File: src/hdl/sink_driver_pkg.sv
package sink_driver_pkg;

  localparam int CHANNELS = 16;
  localparam int BUF_DEPTH = 2;
  localparam int BUF_WIDTH = 1;
  localparam logic [15:0] SHIFT_RESET = 16'h0000;
  localparam logic [15:0] LATCH_RESET = 16'h0000;
  localparam logic [15:0] SINK_OFF = 16'h0000;
  localparam logic [1:0] BUF_FULL_COUNT = 2'h2;

  typedef logic [CHANNELS-1:0] chan_t;

  // Pin levels from the controller, all asynchronous to clk.
  typedef struct packed {
    logic ser_in;
    logic shift_clk;
    logic latch_strobe;
    logic out_enable_n;
  } pins_s;

endpackage

File: src/hdl/serial_latched_sink_driver.sv
`timescale 1ns/1ps
// Function
// - Each shift clock rising edge captures the serial input into the first stage.
// - Each further rising edge moves every stage one step toward the cascade output.
// - Sixteen stages, sixteen latches and sixteen sink outputs, one per channel.
// - With latch strobe high the latches follow the shift register continuously.
// - With output enable (low active) high, all sixteen sinks are off.
// - Output enable never changes the latch contents.
// - With output enable low each sink follows its own latch.
// - Cascade output presents the last shift register stage.
module serial_latched_sink_driver (
  input wire logic clk,
  input wire logic rst,
  input wire sink_driver_pkg::pins_s pins,
  output logic [15:0] sink_on,
  output logic ser_out,
  output logic capture_ready
);
  import sink_driver_pkg::*;

  ////////////////////////////////////////////////////////////////////////////////
  // Pin synchronisers and shift clock edge detection.
  // The shift clock is only a sampled level here, so its rising edge is found by
  // comparing the second synchroniser stage with its value one clock earlier.

  pins_s sync1_ff;
  pins_s sync2_ff;
  logic clk_prev_ff;

  always_ff @(posedge clk) begin
    if (rst) begin
      sync1_ff <= '0;
      sync2_ff <= '0;
      clk_prev_ff <= 1'b0;
    end else begin
      sync1_ff <= pins;
      sync2_ff <= sync1_ff;
      clk_prev_ff <= sync2_ff.shift_clk;
    end
  end

  wire shift_edge = sync2_ff.shift_clk & ~clk_prev_ff;
  wire strobe = sync2_ff.latch_strobe;
  wire blank = sync2_ff.out_enable_n;
  logic strobe_prev_ff;
  wire strobe_rise = strobe & ~strobe_prev_ff;

  ////////////////////////////////////////////////////////////////////////////////
  // Two-entry buffer between captured bits and the shift register.

  logic [BUF_WIDTH-1:0] buf_mem_ff [BUF_DEPTH];
  logic wr_ptr_ff;
  logic rd_ptr_ff;
  logic [1:0] count_ff;
  logic full_ff;

  // Occupancy at which the buffer refuses a further captured bit.
  function automatic logic buf_is_full(input logic [1:0] occupancy);
    return occupancy == BUF_FULL_COUNT;
  endfunction

  // The shift register stalls for the first strobe cycle so the latches take
  // the word as it stood when the strobe rose; the buffer absorbs any bit
  // that arrives meanwhile.
  wire in_valid = shift_edge;
  wire in_ready = ~full_ff;
  wire drain_ready = ~strobe_rise;
  wire buf_valid = (count_ff != 2'h0);
  wire push = in_valid & in_ready;
  wire pop = buf_valid & drain_ready;
  wire [BUF_WIDTH-1:0] head_bit = buf_mem_ff[rd_ptr_ff];
  wire [1:0] nxt_count = count_ff + {1'b0, push} - {1'b0, pop};
  wire nxt_full = buf_is_full(nxt_count);

  always_ff @(posedge clk) begin
    if (rst) begin
      wr_ptr_ff <= 1'b0;
      rd_ptr_ff <= 1'b0;
      count_ff <= 2'h0;
      full_ff <= 1'b0;
      strobe_prev_ff <= 1'b0;
    end else begin
      strobe_prev_ff <= strobe;
      count_ff <= nxt_count;
      full_ff <= nxt_full;
      if (push) begin
        wr_ptr_ff <= ~wr_ptr_ff;
      end
      if (pop) begin
        rd_ptr_ff <= ~rd_ptr_ff;
      end
    end
  end

  // Only the entry under the write pointer changes, and only on a push.
  always_ff @(posedge clk) begin
    if (rst) begin
      buf_mem_ff[0] <= '0;
      buf_mem_ff[1] <= '0;
    end else if (push) begin
      buf_mem_ff[wr_ptr_ff] <= sync2_ff.ser_in;
    end
  end

  ////////////////////////////////////////////////////////////////////////////////
  // Shift register, latches and sink drivers.

  chan_t shift_ff;
  chan_t latch_ff;
  chan_t sink_ff;
  logic ser_out_ff;
  logic ready_ff;

  wire chan_t nxt_shift = pop ? {shift_ff[CHANNELS-2:0], head_bit} : shift_ff;
  // A closed latch ignores the shift register; blanking only gates the sinks.
  wire chan_t nxt_latch = strobe ? shift_ff : latch_ff;
  wire chan_t nxt_sink = blank ? SINK_OFF : latch_ff;

  always_ff @(posedge clk) begin
    if (rst) begin
      shift_ff <= SHIFT_RESET;
      ser_out_ff <= 1'b0;
    end else begin
      shift_ff <= nxt_shift;
      ser_out_ff <= nxt_shift[CHANNELS-1];
    end
  end

  always_ff @(posedge clk) begin
    if (rst) begin
      latch_ff <= LATCH_RESET;
      sink_ff <= SINK_OFF;
      ready_ff <= 1'b0;
    end else begin
      latch_ff <= nxt_latch;
      sink_ff <= nxt_sink;
      ready_ff <= ~nxt_full;
    end
  end

  assign sink_on = sink_ff;
  assign ser_out = ser_out_ff;
  assign capture_ready = ready_ff;

  ////////////////////////////////////////////////////////////////////////////////
  // Per-channel checks: each sink answers to its own latch bit.

  for (genvar c = 0; c < CHANNELS; c++) begin : g_chan

  end
endmodule

File: config.mk
export PLATFORM = sky130hd
export DESIGN_NAME = serial_latched_sink_driver
export DESIGN_NICKNAME = d
export VERILOG_FILES = /design/src/hdl/sink_driver_pkg.sv /design/src/hdl/serial_latched_sink_driver.sv
export SDC_FILE = /design/constraint.sdc
export NUM_CORES = 1
export LEC_CHECK = 0
export ABC_AREA = 1
export BUFFER_PORTS_ARGS = -buffer_cell sky130_fd_sc_hd__buf_2
export CORE_ASPECT_RATIO = 0.7
export CORE_MARGIN = 2
export CORE_UTILIZATION = 61
export DETAILED_ROUTE_END_ITERATION = 7
export GPL_TIMING_DRIVEN = 0
export HOLD_SLACK_MARGIN = 0.03
export PLACE_DENSITY = 0.86
export SYNTH_ARGS = -nofsm -noshare
export SYNTH_HDL_FRONTEND = slang
export SYNTH_SLANG_ARGS = --single-unit
File: constraint.sdc
create_clock -name clk -period 3.3 [get_ports clk]
set_input_delay 0.495 -clock clk [delete_from_list [all_inputs] [get_ports clk]]
set_output_delay 0.495 -clock clk [all_outputs]
set_load 0.01 [all_outputs]
==> results.md, run 1 <==
* Final wirelength at roughly 3700 µm
* Status: completed
* Routed wire per std cell at about 11 µm
* Final period util at 51.8%
* Tmin final at 1710 ps
* Multi-input gate area at 713 µm²
* Worst-case vdd ir drop at 0.000497 V
* CP cell instances: inv_2 > nor2_4 > inv_2 > nand2_4 > buf_4 > nand2_1 > nand2_1 > ha_1 > inv_1 > nand2_1 > nand2_1 > inv_1 > nand2_1 > nand3_1 > o21ai_0
* Total of warnings raised by yosys at 0
* P&R area growth vs syn at 17.2%
* Drt pass-1 iters at 4
* Clock root cell: clkbuf_8
* Number of cells after detailed placement at 329
* Die Height at roughly 56 µm
* Reg clk slew, reported paths at 70 ps
* Area contributors post-synth: dfxtp_1, nor2_1, o21ai_0
* CP required at 3520 ps
* Diodes inserted at 0
* Fin. Hold Viols at 0
* CTS resizes at 0
* Port bufs at 22
* Chip width at 77.6 µm
* Initial antenna violation count at 0
* Setup repair bufs after CTS at 0
* Crit-path slowest cell: dfxtp_1
* Post-synth ARST share at 0%
* Ports at 24
* Max Freq at 0.585 GHz
* Via count of the routed design at between 1500 and 2000
* DIE AREA at roughly 4300 µm²
* Clock buffer depth at 2
* Pwr Density at 813 nW/µm²
* CORE AREA at ~3600 µm²
* Layout net count at roughly 300
* Layout cells sized above 1 at 21.4%
* H-tree depth at 3
* Max cap viols at 0
* Slew Limit Fails at 0
* Routability Congestion at a little under 0.8
* CP most frequent cell: nand2_1
* DRC Markers at 0
* Yosys reg bits at 67
* Final worst slack at 1590 ps
* Synthesized area at about 2300 µm²
* Largest net degree at the start of global routing at 12
* Leak at roughly 1.2 nW
* Synth area leader: dfxtp_1
* Rows at 18
* Hold-fix buffers at CTS at 0
* Mean Syn Cell Area at 9.01 µm²
* Seq/Total Area, Yosys at 58.8%
* Syn nets at between 200 and 300
* CTS sink cnt at 67
* RSZ-0062 raised after global routing: no
* Initial drt markers at 96
* Non-Filler Instances at 345
* WHS Path Cells at 3
* Tightest Pin Transition at 486 ps
* CTS tree: done
* Post-Synthesis Cells at 257
* Count leader, synth: dfxtp_1
* Number of synthesized flops with an enable pin at 2
* Cell variety after synth at 25
* Total CTS buffers at 9
* Register area at approximately 1400 µm²
* Critical Path Max Stage Delay at approximately 360 ps
* Final Setup Violations at 0
* Initial Utilization at 64.7%
* Setup TNS at 0 ps
* Total GRT Usage at 19.7%
* Final ANT Viol Nets at 0
* CP endpoint kind: register
* Area share of the largest cell type after synthesis at a little under three fifths
* First-pass GRT wire length at 6340 µm
* Post-synth top flop: dfxtp_1
* GRT Residual Overflow at 0
* CP Class: reg -> reg
* Number of global-route vias before repair at 1498
* Slew headroom at around 68%
* List of most frequent post-synthesis cells: dfxtp_1, nor2_1, inv_1, o21ai_0, a21oi_1
* Fillers at 270
* Startpoint Class: register
* Place WS at 1580 ps
* CP max FO at 10
* Hpwl dp at 2550 µm
* Crit path DAT at 1930 ps
* Worst skew pair latency at 330 ps
* Hold Crit Class: in -> reg
* Final clock skew at 7.57 ps
* R2R depth at 15
* Via density at between 4 and 5
-- area by class of cell --
cell class                 instances  area share [%]
buffer                            13            3.50
tap                               50            2.30
multi-input combinational        138            26.3
clock buffer                      12            5.71
timing repair buffer              22            4.06
clock inverter                     4            2.63
inverter                          39            5.39
sequential                        67            50.1
-- power breakdown --
group          internal, mW  total, mW  switching, mW
Combinational         0.150      0.395          0.245
Clock                 0.466      0.752          0.286
Sequential            0.970       1.06         0.0911
Total                  1.59       2.21          0.622
-- worst paths after layout --
path / startpoint / endpoint / slack (ps)
setup / recovery: strobe / capture_ready / 1590
hold / removal: pins[1] / sync1_ff[1] / 360
setup reg to reg: strobe / capture_ready / 1590
hold reg to reg: sync1_ff[1] / strobe / 400
-- layout by cell type, fill, tap and decap left out --
cell type  count
buf_2         24
nor2_4        12
clkbuf_1       5
nand3_2        1
buf_6          3
or2_1          1
clkbuf_2       1
inv_1         36
nor2_1        47
nor3_1         1
clkbuf_8      11
o21ai_0       35
edfxtp_1       2
inv_4          1
nand2_4        1
buf_1          1
buf_4          1
inv_2          3
nand2_1       13
dfxtp_1       65
nor4_1         1
ha_1           1
nand3_1        1
clkinv_2       1
nor2_2         1
a21oi_1       22
o21ai_1        1
bufinv_16      2
buf_12         1
-- stage by stage --
step / utilization (%) / total power [mW] / hold WS (ps) / instance area (µm²)
after floorplan: - / 1.36 / 388 / 2320
after global placement: 69.5 / 1.45 / 390 / 2490
after detailed placement: 69.5 / 1.47 / 394 / 2490
after CTS: 75.8 / 2.22 / 346 / 2720
after global routing: 75.8 / 2.33 / 357 / 2720
final: 75.8 / 2.21 / 359 / 2720
-- critical path: cells and delay by family, from the launching register on --
kind	cells	cell delay (ps)
simple gates	8	590
buf+inv	5	410
flops	1	360
fa+ha+maj	1	150
compound gates	1	70
-- flip-flops by register name, indices dropped and copies added, names as in the netlist, named ones only --
| signal | flops |
|---|---|
| strobe_prev_ff | 1 |
| sink_on | 16 |
| ser_out | 1 |
| count_ff | 2 |
| wr_ptr_ff | 1 |
| blank | 1 |
| shift_ff | 15 |
| sync2_ff | 2 |
| rd_ptr_ff | 1 |
| full_ff | 1 |
| sync1_ff | 4 |
| capture_ready | 1 |
| latch_ff | 16 |
| strobe | 1 |
| buf_mem_ff | 2 |
| clk_prev_ff | 1 |
-- cells by family (layout without fill, tap and decap cells) --
kind of cell,count (synthesis),count (layout),share of synthesized area (%)
buffers and inverters,52,90,10.4
flip-flops,67,67,58.8
AND/OR/NAND/NOR,79,79,17.7
adder cells (fa/ha/maj),1,1,0.540
AO/OA/AOI/OAI,58,58,12.5
-- layer usage --
layer | wire length (µm) | vias to the layer above | GRT usage (%)
li1 | - | 862 | -
met1 | 1690 | 732 | 22.5
met2 | 1750 | 33 | 32.4
met3 | 182 | 8 | 6.86
met4 | 66 | 0 | 10.7
met5 | 0 | - | 0
No activity file was read; power rests on OpenSTA's default activity.
==> inputs of run 2 (changes only) <==
--- a/config.mk
+++ b/config.mk
@@ -9,11 +9,11 @@
 export BUFFER_PORTS_ARGS = -buffer_cell sky130_fd_sc_hd__buf_2
 export CORE_ASPECT_RATIO = 0.7
 export CORE_MARGIN = 2
-export CORE_UTILIZATION = 61
+export CORE_UTILIZATION = 56
 export DETAILED_ROUTE_END_ITERATION = 7
 export GPL_TIMING_DRIVEN = 0
 export HOLD_SLACK_MARGIN = 0.03
-export PLACE_DENSITY = 0.86
+export PLACE_DENSITY = 0.8
 export SYNTH_ARGS = -nofsm -noshare
 export SYNTH_HDL_FRONTEND = slang
 export SYNTH_SLANG_ARGS = --single-unit
==> constraint.sdc (replaced) <==
create_clock -name clk -period 1.6 [get_ports clk]
set_input_delay 0.24 -clock clk [delete_from_list [all_inputs] [get_ports clk]]
set_output_delay 0.24 -clock clk [all_outputs]
set_load 0.01 [all_outputs]
==> run 2 against run 1 <==
Highest routed layer unchanged. Utilization shrank 7.1 points. Clock skew grew 1.0 ps. Combinational power grew 120%. Critical endpoint unchanged.
==> results.md, run 2 (synthesis results as in run 1) <==
* Status: completed
* Die Height at 57.8 µm (+4.1%)
* Crit path DAT at 1690 ps (-240 ps)
* Ports at 24 (unchanged)
* DRC Markers at 0 (unchanged)
* Reg clk slew, reported paths at 60 ps (about the same)
* Initial antenna violation count at 0 (unchanged)
* Commonest non-fill, non-tap cell in the layout: dfxtp_1
* Port bufs at 22 (unchanged)
* Clk pwr share at 27.1% (-7.0 points)
* Layout cells sized above 1 at 24.5% (+3.1 points)
* Routed wire per std cell at 10.8 µm (+1.2%)
* Max cap viols at 0 (unchanged)
* Critical Path Max Stage Delay at 330 ps (-30 ps)
* Crit-path slowest cell: dfxtp_2
* Worst skew pair latency at 330 ps (about the same)
* Max Freq at 0.678 GHz (+16%)
* P_int at 2.95 mW (+86%)
* Chip width at 80.9 µm (+4.1%)
* P&R area growth vs syn at 17.2% (about the same)
* H-tree depth at 3 (unchanged)
* GRT Residual Overflow at 0 (unchanged)
* Final clock skew at 8.56 ps (+0.999 ps)
* Slew Limit Fails at 0 (unchanged)
* Total CTS buffers at 9 (unchanged)
* Final ANT Viol Nets at 0 (unchanged)
* Tmin final at 1470 ps (-235 ps)
* Non-Filler Instances at 350 (+1.4%)
* CP Buf/Inv Count at 4 (-1)
* Hold Crit Class: in -> reg
* CP endpoint kind: register
* Fillers at 351 (+30%)
* Via count of the routed design at 1657 (+1.3%)
* Final period util at 92.2% (+40 points)
* Hpwl dp at 2610 µm (+2.6%)
* Routability Congestion at 0.766 (-3.0%)
* Pwr Density at 1550 nW/µm² (+91%)
* Final Setup Violations at 0 (unchanged)
* CP max FO at 5 (-5)
* Most frequent cells in the layout: dfxtp_1, nor2_1, inv_1, o21ai_0, buf_2
* Total GRT Usage at 19.0% (-0.67 points)
* Layout net count at 301 (+1.3%)
* Initial drt markers at 123 (+28%)
* CP cell instances: inv_2 > nor2_4 > inv_2 > nand2_8 > nand2_1 > nand2_1 > ha_2 > inv_1 > nand2_1 > nand2_2 > inv_2 > nand2_2 > nand3_1 > o21ai_0
* Register area at 1370 µm² (+0.46%)
* First-pass GRT wire length at 6500 µm (+2.5%)
* Clock buffer depth at 2 (unchanged)
* Leak at 1.19 nW (-1.2%)
* Gate power share at 20.6% (+2.7 points)
* DIE AREA at 4670 µm² (+8.4%)
* CTS sink cnt at 67 (unchanged)
* Sequential share of power at 52.3% (+4.3 points)
* Top delay family on crit path: simple AND/OR/NAND/NOR gates
* Largest net degree at the start of global routing at 18 (+6)
* Initial Utilization at 58.7% (-6.0 points)
* Clock root cell: clkbuf_8
* Rows at 19 (+1)
* Multi-input gate area at 739 µm² (+3.7%)
* Number of cells after detailed placement at 331 (+0.61%)
* Tightest Pin Transition at 479 ps (-7.34 ps)
* Switching share of power at 29.9% (+1.7 points)
* Diodes inserted at 0 (unchanged)
* Fin. Hold Viols at 0 (unchanged)
* Sw power at 1.26 mW (+100%)
* Slew headroom at 68.1% (+0.49 points)
* Drt pass-1 iters at 6 (+2)
* CP Class: reg -> reg
* Hold-fix buffers at CTS at 0 (unchanged)
* CP required at 1820 ps (-1700 ps)
* Via density at 4.73 (-0.10%)
* Number of global-route vias before repair at 1547 (+3.3%)
* Startpoint Class: register
* Worst-case vdd ir drop at 0.00102 V (+100%)
* CTS tree: done
* Total power at 4.21 mW (+91%)
* CORE AREA at 3950 µm² (+10%)
* Final wirelength at 3800 µm (+2.7%)
==> run 2: cell types whose count changed in the layout (fill, tap and decap cells not counted), moves of 2 or more <==
cell       before  now
buf_4           1    5
bufinv_16       2    0
clkbuf_1        5    7
dfxtp_1        65   62
dfxtp_2         0    2
nand2_1        13    9
nand2_2         0    4
==> run 2: metrics by stage <==
stage               setup TNS [ps]  hold slack [ps]  instance area [µm²]  worst slack, ps  utilization, %
finish                           0             95.1                 2710              125            68.8
global route                 -32.3             88.3                 2710            -17.2            68.8
CTS                              0             88.9                 2660             23.0            67.4
detailed placement            -331              395                 2490             -149            63.1
global placement              -209              390                 2490             -108            63.1
floorplan                        0              347                 2320             51.6               -
==> run 2: final cells by class <==
| cell class | instances | area share [%] |
|---|---|---|
| sequential | 67 | 50.4 |
| multi-input combinational | 138 | 27.2 |
| clock buffer | 13 | 5.49 |
| timing repair buffer | 27 | 5.44 |
| inverter | 39 | 5.39 |
| buffer | 12 | 3.23 |
| tap | 52 | 2.40 |
| clock inverter | 2 | 0.415 |
==> run 2: repair_timing <==
item                                    CTS  global route
endpoints found under the setup margin    3             3
buffers inserted                          1             4
endpoints found under the hold margin     0             0
pin swaps                                 1             3
resized for setup                         2            10
==> run 2: final timing paths <==
| kind | from | end | slack (ps) | depth (start not counted) |
|---|---|---|---|---|
| hold reg to reg | sync1_ff[0] | blank | 400 | 2 |
| setup reg to reg | strobe | capture_ready | 130 | 14 |
| hold / removal | rst | count_ff[1] | 100 | 2 |
| setup / recovery | strobe | capture_ready | 130 | 14 |
==> run 2: metal layers <==
metal  vias up  global-route usage (%)  wire, µm
met5         -                       0         0
met4         0                    10.4        44
met3         4                    8.41       255
met2        44                    30.6      1820
met1       739                    21.3      1680
li1        870                       -         -
==> run 2: power by group through the flow <==
stage,clock network (mW),registers (mW),logic (mW)
floorplan,0,2.19,0.622
global placement,0,2.20,0.785
detailed placement,0,2.22,0.809
CTS,1.18,2.18,0.828
global route,1.28,2.24,1.00
finish,1.14,2.20,0.868
==> run 2: worst register-to-register path, stage by stage (launching register included) <==
cell     delay (ps)
dfxtp_2         330
inv_2            60
nor2_4          140
inv_2            80
nand2_8          50
nand2_1          50
nand2_1          60
ha_2            170
inv_1            40
nand2_1          70
nand2_2          60
inv_2            50
nand2_2          60
nand3_1          70
o21ai_0          70
